<file path="src/dmx_defines.vh">
// Constants for the data-move instruction executor
// Operation
// - Pointer load puts 12-bit literal in pointer
// - First cycle high 4 bits, second low byte
// - File copy goes to W or back
// - 8-bit address reaches whole 256-byte bank
// - Access bit 0 uses access bank
// - Access bit 1 uses bank select register
// - Two-word copy with 12-bit source, destination
// - Copy may use W; flags unchanged
// - Copy: read first cycle, write second end
// - Bank load writes literal to bank register
// - Store writes W to file register
`ifndef DMX_DEFINES_VH
`define DMX_DEFINES_VH

// ----------------------------------------
// Register map (byte addresses)
// ----------------------------------------
`define DMX_ADDR_INSTR   8'h00
`define DMX_ADDR_STATUS  8'h04
`define DMX_ADDR_ACCUM   8'h08
`define DMX_ADDR_BANK    8'h0c
`define DMX_ADDR_PTR0    8'h10
`define DMX_ADDR_PTR1    8'h14
`define DMX_ADDR_PTR2    8'h18

// ----------------------------------------
// Status fields
// ----------------------------------------
`define DMX_ST_Z         2
`define DMX_ST_N         4
`define DMX_ST_BUSY      8
`define DMX_ST_SECOND    9
`define DMX_ST_ILLEGAL   10

// ----------------------------------------
// Encodings and data space
// ----------------------------------------
`define DMX_OP_COPYF     6'b010100
`define DMX_OP_STORE     7'b0110111
`define DMX_OP_BANKLIT   8'h01
`define DMX_OP_ACCLIT    8'h0e
`define DMX_OP_PTRLIT    10'b1110111000
`define DMX_OP_FF_SRC    4'hc
`define DMX_OP_SECOND    4'hf
`define DMX_ACC_SPLIT    8'h60
`define DMX_ACC_HI_BANK  4'hf
`define DMX_ACCUM_LOC    12'hfe8
`define DMX_PTR_COUNT    3

// ----------------------------------------
// Timing and reset values
// ----------------------------------------
`define DMX_Q1           2'd0
`define DMX_Q2           2'd1
`define DMX_Q3           2'd2
`define DMX_Q4           2'd3
`define DMX_MODE_NONE    2'd0
`define DMX_MODE_PTR     2'd1
`define DMX_MODE_FF      2'd2
`define DMX_RST_BYTE     8'h00
`define DMX_RST_PTR      12'h000
`define DMX_RESP_OKAY    2'b00
`define DMX_RESP_SLVERR  2'b10

`endif

</file>
<file path="src/dmx_axil_slave.v">
// AXI4-Lite slave front end for the data-move executor
`timescale 1ns/1ns
`include "dmx_defines.vh"

module dmx_axil_slave (
  // Clock and reset
  input  wire        aclk,
  input  wire        aresetn,
  // Write address and data
  input  wire [7:0]  awaddr,
  input  wire        awvalid,
  output wire        awready,
  input  wire [31:0] wdata,
  input  wire [3:0]  wstrb,
  input  wire        wvalid,
  output wire        wready,
  // Write response
  output reg  [1:0]  bresp,
  output reg         bvalid,
  input  wire        bready,
  // Read channels
  input  wire [7:0]  araddr,
  input  wire        arvalid,
  output wire        arready,
  output reg  [31:0] rdata,
  output reg  [1:0]  rresp,
  output reg         rvalid,
  input  wire        rready,
  // Core side
  output wire        wr_en,
  output wire [7:0]  wr_addr,
  output wire [31:0] wr_data,
  output wire [3:0]  wr_strb,
  input  wire        wr_stall,
  input  wire        wr_err,
  input  wire [31:0] rd_data,
  input  wire        rd_err
);

  reg        aw_full_q;
  reg        w_full_q;
  reg [7:0]  aw_addr_q;
  reg [31:0] w_data_q;
  reg [3:0]  w_strb_q;

  assign awready = !aw_full_q && !bvalid;
  assign wready  = !w_full_q && !bvalid;
  assign arready = !rvalid;
  // Stall holds both beats so the master sees back-pressure
  assign wr_en   = aw_full_q && w_full_q && !bvalid && !wr_stall;
  assign wr_addr = aw_addr_q;
  assign wr_data = w_data_q;
  assign wr_strb = w_strb_q;

  always @(posedge aclk) begin
    if (!aresetn) begin
      aw_full_q <= 1'b0;
      w_full_q  <= 1'b0;
      aw_addr_q <= 8'h00;
      w_data_q  <= 32'h0000_0000;
      w_strb_q  <= 4'h0;
      bvalid    <= 1'b0;
      bresp     <= `DMX_RESP_OKAY;
      rvalid    <= 1'b0;
      rresp     <= `DMX_RESP_OKAY;
      rdata     <= 32'h0000_0000;
    end else begin
      if (awvalid && awready) begin
        aw_full_q <= 1'b1;
        aw_addr_q <= awaddr;
      end
      if (wvalid && wready) begin
        w_full_q <= 1'b1;
        w_data_q <= wdata;
        w_strb_q <= wstrb;
      end
      if (wr_en) begin
        aw_full_q <= 1'b0;
        w_full_q  <= 1'b0;
        bvalid    <= 1'b1;
        bresp     <= wr_err ? `DMX_RESP_SLVERR : `DMX_RESP_OKAY;
      end else if (bvalid && bready) begin
        bvalid <= 1'b0;
      end
      if (arvalid && arready) begin
        rvalid <= 1'b1;
        rdata  <= rd_data;
        rresp  <= rd_err ? `DMX_RESP_SLVERR : `DMX_RESP_OKAY;
      end else if (rvalid && rready) begin
        rvalid <= 1'b0;
      end
    end
  end

endmodule

</file>
<file path="src/dmx_core.v">
// Data-move instruction decode and execute core with register access
//
// Register access over AXI4-Lite and the placing of the registers were chosen for this implementation.
`timescale 1ns/1ns
`include "dmx_defines.vh"

module dmx_core (
  // Clock and reset
  input  wire        aclk,
  input  wire        aresetn,
  // AXI4-Lite write
  input  wire [7:0]  s_axi_awaddr,
  input  wire        s_axi_awvalid,
  output wire        s_axi_awready,
  input  wire [31:0] s_axi_wdata,
  input  wire [3:0]  s_axi_wstrb,
  input  wire        s_axi_wvalid,
  output wire        s_axi_wready,
  output wire [1:0]  s_axi_bresp,
  output wire        s_axi_bvalid,
  input  wire        s_axi_bready,
  // AXI4-Lite read
  input  wire [7:0]  s_axi_araddr,
  input  wire        s_axi_arvalid,
  output wire        s_axi_arready,
  output wire [31:0] s_axi_rdata,
  output wire [1:0]  s_axi_rresp,
  output wire        s_axi_rvalid,
  input  wire        s_axi_rready,
  // Data space port
  output reg  [11:0] dmem_addr_q,
  output reg  [7:0]  dmem_wdata_q,
  output reg         dmem_we_q,
  input  wire [7:0]  dmem_rdata
);

  // ----------------------------------------
  // State
  // ----------------------------------------
  reg  [1:0]  q_q;
  reg  [15:0] pend_word_q;
  reg         pend_q;
  reg  [15:0] ir_q;
  reg         act_q;
  reg  [1:0]  mode_q;
  reg  [1:0]  sel_q;
  reg  [7:0]  hold_q;
  reg  [7:0]  rd_q;
  reg  [7:0]  accum_q;
  reg  [7:0]  bank_q;
  wire [11:0] ptr_q [0:`DMX_PTR_COUNT-1];
  reg         flag_n_q;
  reg         flag_z_q;
  reg         illegal_q;

  wire        wr_en;
  wire [7:0]  wr_addr;
  wire [31:0] wr_data;
  wire [3:0]  wr_strb;
  reg  [31:0] rd_data;
  reg         rd_err;
  reg         wr_err;

  // ----------------------------------------
  // Bus front end
  // ----------------------------------------
  wire wr_instr  = (wr_addr == `DMX_ADDR_INSTR);
  wire wr_status = (wr_addr == `DMX_ADDR_STATUS);
  // A second word may not overwrite one not yet taken
  wire wr_stall  = wr_instr && pend_q;

  dmx_axil_slave u_slave (
    .aclk     (aclk),
    .aresetn  (aresetn),
    .awaddr   (s_axi_awaddr),
    .awvalid  (s_axi_awvalid),
    .awready  (s_axi_awready),
    .wdata    (s_axi_wdata),
    .wstrb    (s_axi_wstrb),
    .wvalid   (s_axi_wvalid),
    .wready   (s_axi_wready),
    .bresp    (s_axi_bresp),
    .bvalid   (s_axi_bvalid),
    .bready   (s_axi_bready),
    .araddr   (s_axi_araddr),
    .arvalid  (s_axi_arvalid),
    .arready  (s_axi_arready),
    .rdata    (s_axi_rdata),
    .rresp    (s_axi_rresp),
    .rvalid   (s_axi_rvalid),
    .rready   (s_axi_rready),
    .wr_en    (wr_en),
    .wr_addr  (wr_addr),
    .wr_data  (wr_data),
    .wr_strb  (wr_strb),
    .wr_stall (wr_stall),
    .wr_err   (wr_err),
    .rd_data  (rd_data),
    .rd_err   (rd_err)
  );

  // Only instruction and status take writes; the rest answer error
  always @* begin
    wr_err = !(wr_instr || wr_status);
  end

  // Read mux, captured when the read address is taken
  always @* begin
    rd_data = 32'h0000_0000;
    rd_err  = 1'b0;
    case (s_axi_araddr)
      `DMX_ADDR_INSTR:  rd_data = {16'h0000, pend_word_q};
      `DMX_ADDR_STATUS: begin
        rd_data[`DMX_ST_N]       = flag_n_q;
        rd_data[`DMX_ST_Z]       = flag_z_q;
        rd_data[`DMX_ST_BUSY]    = pend_q || act_q;
        rd_data[`DMX_ST_SECOND]  = (mode_q != `DMX_MODE_NONE);
        rd_data[`DMX_ST_ILLEGAL] = illegal_q;
      end
      `DMX_ADDR_ACCUM:  rd_data = {24'h00_0000, accum_q};
      `DMX_ADDR_BANK:   rd_data = {24'h00_0000, bank_q};
      `DMX_ADDR_PTR0:   rd_data = {20'h0_0000, ptr_q[0]};
      `DMX_ADDR_PTR1:   rd_data = {20'h0_0000, ptr_q[1]};
      `DMX_ADDR_PTR2:   rd_data = {20'h0_0000, ptr_q[2]};
      default:          rd_err  = 1'b1;
    endcase
  end

  // ----------------------------------------
  // Decode
  // ----------------------------------------
  // First-word forms are masked while a second word is due
  wire       in_ptr   = (mode_q == `DMX_MODE_PTR);
  wire       in_ff    = (mode_q == `DMX_MODE_FF);
  wire       second   = (ir_q[15:12] == `DMX_OP_SECOND);
  wire       op_copyf = !in_ptr && !in_ff && (ir_q[15:10] == `DMX_OP_COPYF);
  wire       op_store = !in_ptr && !in_ff && (ir_q[15:9] == `DMX_OP_STORE);
  wire       op_bank  = !in_ptr && !in_ff && (ir_q[15:8] == `DMX_OP_BANKLIT);
  wire       op_acc   = !in_ptr && !in_ff && (ir_q[15:8] == `DMX_OP_ACCLIT);
  wire       op_ptr1  = !in_ptr && !in_ff && (ir_q[15:6] == `DMX_OP_PTRLIT);
  wire       op_ff1   = !in_ptr && !in_ff && (ir_q[15:12] == `DMX_OP_FF_SRC);
  wire       op_ptr2  = in_ptr && second;
  wire       op_ff2   = in_ff && second;
  wire       known    = op_copyf || op_store || op_bank || op_acc || op_ptr1
                        || op_ff1 || op_ptr2 || op_ff2;
  wire       bad_sel  = op_ptr1 && (ir_q[5:4] == 2'd3);
  wire       dest_f   = ir_q[9];
  reg  [11:0] ea;

  // Banked or access-bank address for single-word forms
  always @* begin
    if (op_ff1 || op_ff2) begin
      ea = ir_q[11:0];
    end else if (!ir_q[8]) begin
      if (ir_q[7:0] < `DMX_ACC_SPLIT) begin
        ea = {4'h0, ir_q[7:0]};
      end else begin
        ea = {`DMX_ACC_HI_BANK, ir_q[7:0]};
      end
    end else begin
      ea = {bank_q[3:0], ir_q[7:0]};
    end
  end

  // The accumulator is also a location of the data space
  wire       ea_is_acc = (dmem_addr_q == `DMX_ACCUM_LOC);
  wire [7:0] rval      = ea_is_acc ? accum_q : dmem_rdata;

  // ----------------------------------------
  // Pointer registers, one per entry
  // ----------------------------------------
  // Both halves land at the Q4 edge; select three has no entry
  wire       ptr_hi_we  = (q_q == `DMX_Q4) && act_q && op_ptr1 && !bad_sel;
  wire       ptr_lo_we  = (q_q == `DMX_Q4) && act_q && op_ptr2;
  wire [2:0] ptr_hi_hot = 3'h1 << ir_q[5:4];
  wire [2:0] ptr_lo_hot = 3'h1 << sel_q;
  genvar     g;

  generate
    for (g = 0; g < `DMX_PTR_COUNT; g = g + 1) begin : g_ptr
      reg [11:0] entry_q;

      always @(posedge aclk) begin
        if (!aresetn) begin
          entry_q <= `DMX_RST_PTR;
        end else if (ptr_hi_we && ptr_hi_hot[g]) begin
          entry_q[11:8] <= ir_q[3:0];
        end else if (ptr_lo_we && ptr_lo_hot[g]) begin
          entry_q[7:0] <= ir_q[7:0];
        end
      end

      assign ptr_q[g] = entry_q;
    end
  endgenerate

  // ----------------------------------------
  // Quarter-phase sequencer and execution
  // ----------------------------------------

  always @(posedge aclk) begin
    if (!aresetn) begin
      q_q          <= `DMX_Q1;
      pend_word_q  <= 16'h0000;
      pend_q       <= 1'b0;
      ir_q         <= 16'h0000;
      act_q        <= 1'b0;
      mode_q       <= `DMX_MODE_NONE;
      sel_q        <= 2'd0;
      hold_q       <= `DMX_RST_BYTE;
      rd_q         <= `DMX_RST_BYTE;
      accum_q      <= `DMX_RST_BYTE;
      bank_q       <= `DMX_RST_BYTE;
      flag_n_q     <= 1'b0;
      flag_z_q     <= 1'b0;
      illegal_q    <= 1'b0;
      dmem_addr_q  <= 12'h000;
      dmem_wdata_q <= `DMX_RST_BYTE;
      dmem_we_q    <= 1'b0;
    end else begin
      // Free-running divider: one instruction cycle is four clocks
      q_q       <= q_q + 2'd1;
      dmem_we_q <= 1'b0;
      if (wr_en && wr_instr && (wr_strb[1:0] == 2'b11)) begin
        pend_word_q <= wr_data[15:0];
        pend_q      <= 1'b1;
      end
      // Clear by writing one; a new fault in the same cycle wins
      if (wr_en && wr_status && wr_strb[1] && wr_data[`DMX_ST_ILLEGAL]) begin
        illegal_q <= 1'b0;
      end
      case (q_q)
        `DMX_Q1: begin
          // A word written late in a cycle waits for the next Q1
          if (pend_q) begin
            ir_q   <= pend_word_q;
            act_q  <= 1'b1;
            pend_q <= 1'b0;
          end
        end
        `DMX_Q2: begin
          if (act_q) begin
            dmem_addr_q <= ea;
          end
        end
        `DMX_Q3: begin
          if (act_q) begin
            rd_q <= rval;
            if (op_ff1) begin
              hold_q <= rval;
            end
            // Writes to the accumulator location never reach the data port
            if (op_copyf && dest_f && !ea_is_acc) begin
              dmem_we_q    <= 1'b1;
              dmem_wdata_q <= rval;
            end
            if (op_store && !ea_is_acc) begin
              dmem_we_q    <= 1'b1;
              dmem_wdata_q <= accum_q;
            end
            if (op_ff2 && !ea_is_acc) begin
              dmem_we_q    <= 1'b1;
              dmem_wdata_q <= hold_q;
            end
          end
        end
        default: begin
          if (act_q) begin
            act_q <= 1'b0;
            if (op_copyf) begin
              if (!dest_f) begin
                accum_q <= rd_q;
              end
              flag_n_q <= rd_q[7];
              flag_z_q <= (rd_q == 8'h00);
            end
            if (op_acc) begin
              accum_q <= ir_q[7:0];
            end
            if (op_bank) begin
              bank_q <= ir_q[7:0];
            end
            if (op_ff2 && ea_is_acc) begin
              accum_q <= hold_q;
            end
            if (op_ptr1 && !bad_sel) begin
              sel_q  <= ir_q[5:4];
              mode_q <= `DMX_MODE_PTR;
            end
            if (op_ff1) begin
              mode_q <= `DMX_MODE_FF;
            end
            if (in_ptr || in_ff) begin
              mode_q <= `DMX_MODE_NONE;
            end
            if (!known || bad_sel) begin
              illegal_q <= 1'b1;
            end
          end
        end
      endcase
    end
  end

endmodule

</file>
<file path="config.mk">
export PLATFORM = sky130hd
export DESIGN_NAME = dmx_core
export DESIGN_NICKNAME = d
export VERILOG_FILES = /design/src/dmx_axil_slave.v /design/src/dmx_core.v
export VERILOG_INCLUDE_DIRS = /design/src /design/src/src
export SDC_FILE = /design/constraint.sdc
export NUM_CORES = 1
export LEC_CHECK = 0
export BUFFER_PORTS_ARGS = -buffer_cell sky130_fd_sc_hd__clkbuf_2
export CORE_ASPECT_RATIO = 1.75
export CORE_MARGIN = 1.5
export CORE_UTILIZATION = 25
export CTS_CLUSTER_DIAMETER = 120
export CTS_CLUSTER_SIZE = 28
export DETAILED_ROUTE_END_ITERATION = 10
export HOLD_SLACK_MARGIN = 0.15
export PLACE_DENSITY_LB_ADDON = 0.15
export SLEW_MARGIN = 20
export SYNTH_ARGS = -nofsm -noshare
export SYNTH_HDL_FRONTEND = slang
export SYNTH_SLANG_ARGS = --single-unit
</file>
<file path="constraint.sdc">
create_clock -name aclk -period 4.6 [get_ports aclk]
set_clock_uncertainty 0.15 [all_clocks]
set_input_delay 0.23 -clock aclk [delete_from_list [all_inputs] [get_ports aclk]]
set_output_delay 0.23 -clock aclk [all_outputs]
set_load 0.01 [all_outputs]
</file>
## Yosys cells after proc, flatten, opt, wreduce, memory -nomap -nowiden

Cells that the tools add are included.

- Bits in writable memories: 0
- Memory bits (read-only): 0
- Input port bits: 67
- Register bits after elaboration: 198
- Memories: 0
- Latch bits: 0
- Output and inout bits: 62

- Shifts and indexed selects: 2
- $add $sub $neg: 1
- Multipliers: 0
- Div/mod/pow operators: 0
- Bitwise operators: 6
- Order comparisons: 1
- Mux-type cells: 39
- Reductions and logical operators: 93
- Equality and inequality tests: 24

Operators by type and width:

| kind | number |
|---|---|
| 8-bit 2-to-1 mux | 8 |
| 1-bit logical AND | 42 |
| 12-bit 2-to-1 mux | 3 |
| 8-bit by 4-bit equality test with 1-bit output (second input constant) | 3 |
| 8-bit by 5-bit equality test with 1-bit output (second input constant) | 3 |
| 8-bit zero test | 3 |
| 3-bit AND reduction | 7 |
| 5-bit one-hot mux with 4 select lines | 1 |
| 3-bit one-hot mux with 6 select lines | 1 |
| 8-bit by 3-bit equality test with 1-bit output (second input constant) | 2 |
| 1-bit 2-to-1 mux | 15 |
| 3-bit one-hot mux with 5 select lines | 1 |
| 1-bit one-hot mux with 7 select lines | 2 |
| 2-bit AND reduction | 7 |
| 12-bit equality test (second input constant) | 1 |
| 1-bit logical OR | 12 |
| 2-bit one-hot mux with 6 select lines | 1 |
| 10-bit equality test (second input constant) | 1 |
| 2-bit equality test (second input constant) | 5 |
| 1-bit zero test | 10 |
| 2-bit 2-to-1 mux | 5 |
| 3-bit nonzero test | 3 |
| 4-bit equality test (second input constant) | 2 |
| 8-bit by 1-bit equality test with 1-bit output (second input constant) | 1 |
| other kinds (17) | 27 |

## Depth between registers and ports, before layout

- Word-level depth: 16
- Gate-level depth with buffers: 8
- Mapped depth without buffers: 7

## Hierarchy

Synthesis repeated with hierarchy kept, for this count alone.

- Cell total of the unflattened synthesis: 1069
- Area, all modules: 9078.7 um2

By module, submodules not included:

| module | cells an instance | area an instance (um2) | instances |
|---|---|---|---|
| dmx_core | 703 | 6037.0 | 1 |
| dmx_axil_slave | 366 | 3041.7 | 1 |

## Worst setup path before layout

OpenSTA, ideal clock, no wires.

- Kind: flip-flop to flip-flop
- Start point: register mode_q[0]
- End point: register g_ptr[2].entry_q[8]
- Period minus slack after synthesis: 2.497 ns
- Setup time: 0.128 ns
- Path buffers: 0
- Required time: 4.322 ns
- Data arrival time: 2.219 ns
- Setup slack: 2.103 ns
- Stages on the path, launching flop included: 8
- Cells stage by stage: dfxtp_1 > inv_1 > ha_1 > or4b_4 > a211o_1 > nor4b_4 > mux2i_1 > nor2_1

- Cells in the longest elaborated chain, start to end: 8

Ends and longest elaborated chain:

| what | line | text |
|---|---|---|
| from (decl) | dmx_core.v:45 | `reg [1:0] mode_q;` |
| from (signal assigned) | dmx_core.v:208 | `` mode_q <= `DMX_MODE_NONE; `` |
| from (signal assigned) | dmx_core.v:288 | `` mode_q <= `DMX_MODE_PTR; `` |
| from (signal assigned) | dmx_core.v:291 | `` mode_q <= `DMX_MODE_FF; `` |
| 2-bit by 1-bit equality test with 1-bit output (no line) or 2-bit equality test (tied branches) | n/a |  |
| 1-bit zero test | dmx_core.v:140 | `` wire op_ptr1 = !in_ptr && !in_ff && (ir_q[15:6] == `DMX_OP_PTRLIT); `` |
| 1-bit logical AND * (2 in a row) | dmx_core.v:140 |  |
| 1-bit logical AND | dmx_core.v:146 | `wire bad_sel = op_ptr1 && (ir_q[5:4] == 2'd3);` |
| 1-bit zero test | dmx_core.v:173 | `` wire ptr_hi_we = (q_q == `DMX_Q4) && act_q && op_ptr1 && !bad_sel; `` |
| 1-bit logical AND * | dmx_core.v:173 |  |
| 1-bit logical AND * | dmx_core.v:186 | `end else if (ptr_hi_we && ptr_hi_hot[g]) begin` |
| to (signal assigned) | dmx_core.v:185 | `` entry_q <= `DMX_RST_PTR; `` |
| to (signal assigned) | dmx_core.v:187 | `entry_q[11:8] <= ir_q[3:0];` |
| to (decl) | dmx_core.v:181 | `reg [11:0] entry_q;` |

Mark *: on every way between the ends. The rest lies on a longest branch, timed or not.
A chain may end at the register's enable or synchronous reset.

## Worst setup path after layout

- Start point: register mode_q[0]
- End point: register dmem_wdata_q[2]

- Cells in the longest elaborated chain, start to end: 8

Ends and longest elaborated chain:

| what | line | text |
|---|---|---|
| 2-bit by 1-bit equality test with 1-bit output (no line) or 2-bit equality test (tied branches) | n/a |  |
| 1-bit zero test | dmx_core.v:136, dmx_core.v:137 |  |
| 1-bit logical AND | dmx_core.v:136, dmx_core.v:137 |  |
| 1-bit logical AND | dmx_core.v:136 | `` wire op_copyf = !in_ptr && !in_ff && (ir_q[15:10] == `DMX_OP_COPYF); `` |
| 1-bit logical AND (2 in a row) | dmx_core.v:253 | `if (op_copyf && dest_f && !ea_is_acc) begin` |
| 3-bit nonzero test (no line) | n/a |  |
| 3-bit AND reduction (no line) | n/a |  |
| to (signal assigned) | dmx_core.v:255 | `dmem_wdata_q <= rval;` |
| to (signal assigned) | dmx_core.v:259 | `dmem_wdata_q <= accum_q;` |
| to (signal assigned) | dmx_core.v:263 | `dmem_wdata_q <= hold_q;` |
| to (decl) | dmx_core.v:32 | `output reg [7:0] dmem_wdata_q,` |

Parallel ways exist; a longest one is shown, timed or not.

==> metrics.yaml <==
status: "completed"
cts_num_sinks: 180
grt_usage_pct: 15.37
clkLatencyLatePin_ns: 0.45
clk_pin_slew_ns: 0.07
grt_overflow: 0
antenna_found_initial: 0
leakage_nw: 3.755
tritoncts: "built"
tightest_slew_ns: 1.047
synth-seq-area-share_pct: 45.16
arrival_ns: 3.29
wl_per_cell_um: 17.54
cap_violations: 0
seqPwrFrac_pct: 48.8
register_area_um2: 3603
tns_ns: 0
netlist_area_um2: 7979
swShare_pct: 25.84
clkPwrFrac_pct: 44.5
die_y_um: 239.3
antenna_left: 0
gp_congestion: 0.7648
fin_crit_ns: 3.073
startpoint_type: "flop"
wl_met2_um: 13470
power_mw: 3.284
yosys.area_share.simple_pct: 21.20
power.share.combinational_pct: 6.7
drt_iter0_drc: 328
required_ns: 4.82
setup_viol_count_final: 0
detailed_place_hpwl_um: 17860
synth_compound_area_share_pct: 14.72
highest_layer: "met4"
num_vias: 6684
synth_top_family_by_area: "simple AND/OR/NAND/NOR gates"
yosys_warnings: 0
cts_resized: 0
irDropWorstVdd_uv: 275.7
die_area_um2: 33040
ys_types: 63
synth-adder-area-share_pct: 1.098
drt_first_pass_iters: 4
via_per_inst: 4.687
critPathKind: "flop to flop"
grt_setup_unrepaired: "false"
maxSlewViolCount: 0
synth.ff_latch_count: 180
core_area_um2: 31420
wl_met3_um: 758
async_flop_share_pct: 0
io_buffers: 92
grt_pass1_vias: 6717
drc: 0
num_rows: 86
max-clock-path-buffers: 2
hold_viol_final: 0
crit_path_start: "mode_q[0]$_SDFFE_PN0P_"
synthXorXnorAreaFrac_pct: 0
synth-edff-count: 0
p_sw_uw: 848.7
grt_max_degree: 58
synth_ff_type: "dfxtp_1"
avgSynthCellArea_um2: 8.797
power.internal_mw: 2.435
io_pins: 129
antenna_cells: 0
fillers: 3419
hp-class: "input pin to flop"
multi_input_area_um2: 4021
grt_pass1_wl_um: 39090
hold_start: "s_axi_arvalid"
cts_buffers: 17
clockRootBuffer: "clkbuf_16"
min_period_over_period_pct: 66.81
die_w_um: 138.0
synth_mux_area_share_pct: 12.09
regToRegStartpoint: "mode_q[0]$_SDFFE_PN0P_"
drt-met1-wl_um: 10450
fmax_mhz: 325.4
cts_setup_buffers: 0
syn_inst: 907
finalWirelength_um: 25010
fin_ws_ns: 1.527
start_util_pct: 25.39
area_growth_pct: 22.99
cts.htree.levels: 4
dp_slack_ns: 1.506
cp_max_fo: 18
slew_headroom_pct: 29.24
drive_gt1_share_pct: 16.12
nets: 1091
endpoint_kind: "flop"
p_per_area_nw_per_um2: 334.6
## area by class of cell
type,count,share of cell area [%]
clock inverter,15,1.492
sequential,180,36.72
multi-input combinational,651,40.98
inverter,10,0.4080
timing repair buffer,157,11.02
clock buffer,17,4.335
tap,396,5.049
## final timing paths
path                                                       end  slack (ns)  depth (start not counted)
worst max-delay path              dmem_wdata_q[2]$_SDFFE_PN0P_        1.53                          7
worst min-delay path            u_slave.rdata[15]$_SDFFE_PN0P_        0.17                          5
worst max register to register    dmem_wdata_q[2]$_SDFFE_PN0P_        1.53                          7
worst min register to register  u_slave.rdata[15]$_SDFFE_PN0P_        0.30                          2
## stage by stage
| stage | util, % | cell area [um2] | hold WS [ns] | std cells |
|---|---|---|---|---|
| floorplan | - | 8043 | 0.1790 | 924 |
| global placement | 27.72 | 8711 | 0.2938 | 1341 |
| detailed placement | 27.72 | 8711 | 0.2962 | 1341 |
| CTS | 31.23 | 9813 | 0.1526 | 1426 |
| global route | 31.23 | 9813 | 0.1947 | 1426 |
| finish | 31.23 | 9813 | 0.1711 | 1426 |
## synth_stat cells, drive strengths merged, types with 2 or more instances
cell     count  area share, %
a211o        2           0.22
nor4         8           0.97
nand2      147            6.9
o21ai       20            1.3
clkbuf      47            2.2
a22oi        9           0.85
nand2b       4           0.31
and2         8           0.63
nand4       14            1.1
or2          8           0.63
buf         36            3.0
o2bb2ai      2           0.22
nor4b        4           0.63
a311oi       2           0.44
nand4b       2           0.22
mux2i       93             12
nor2       105            5.0
or4          6           0.61
inv         10           0.47
and3         2           0.16
o31ai        2           0.19
nand3       11           0.69
nor3        13           0.96
nand3b       3           0.44
ha           7            1.1
a221oi      15            1.6
dfxtp      180             45
a21oi       74            4.6
or4b         4           0.55
or3          4           0.31
and3b        2           0.22
a211oi      22            2.2
a31oi        3           0.24
mux2         3           0.42
o221ai       8           0.88
nor2b        8           0.63
a32o         9            1.1
## power by group through the flow
stage	sequential, mW	combinational (mW)	clock (mW)
detailed placement	1.64	0.186	0
CTS	1.60	0.225	1.51
global placement	1.64	0.187	0
global route	1.61	0.248	1.57
floorplan	1.64	0.120	0
finish	1.60	0.221	1.46
## state kept, by name (all words and copies together), names as in the netlist, 2 cells and up
name / cells
u_slave.rdata: 16
u_slave.wr_data: 16
mode_q: 2
rd_q: 8
u_slave.wr_strb: 2
ir_q: 16
dmem_addr_q: 12
sel_q: 2
g_ptr.entry_q: 36
q_q: 2
hold_q: 8
bank_q: 8
accum_q: 8
u_slave.wr_addr: 8
pend_word_q: 16
dmem_wdata_q: 8
## worst max-delay path, stage by stage, from the launching register on
cell and delay (ns):
dfxtp_1 0.35, inv_1 0.08, ha_1 0.42, nand2b_1 0.20, or4_1 0.54, a311oi_4 0.76, nand3b_4 0.24, o221ai_1 0.24
## cell families after synthesis
| kind of cell | Yosys count |
|---|---|
| DFF | 180 |
| adders and majority gates | 7 |
| muxes | 96 |
| other | 1 |
| buffers and inverters | 93 |
| AOI/OAI and AO/OA | 175 |
| and+or+nand+nor | 355 |
## cells in the final DEF, fill, tap and decap left out, types with 4 or more instances in the layout
cell           synthesis  routed
dfxtp_1              180     180
nand2_1              147     147
nor2_1               103     103
mux2i_1               93      93
clkbuf_2               0      92
a21oi_1               74      74
dlygate4sd3_1          0      53
a211oi_1              21      21
o21ai_0               20      20
conb_1                 1      18
clkbuf_16              0      17
a221oi_1              15      15
nand4_1               14      14
buf_4                 22      12
nor3_1                12      11
nand3_1               11      11
inv_1                  9       9
a22oi_1                9       9
a32o_1                 9       9
nor2b_1                8       8
and2_1                 8       8
o221ai_1               8       8
ha_1                   7       7
or2_2                  6       6
or4_1                  5       5
clkinvlp_4             0       5
or3_1                  4       4
nand2b_1               4       4
nor4_1                 5       4
## layer usage
layer / vias up / track usage [%]
met1: 3176 / 17.31
met4: 0 / 3.668
li1: 3377 / -
met3: 14 / 3.519
met5: - / 0
met2: 117 / 29.02
## repair_timing
action                                 4_1_cts  5_1_grt
endpoints found under the hold margin       53        0
hold buffers                                53        0
setup endpoints to repair                    0        0
(Power assumes the default switching activity.)
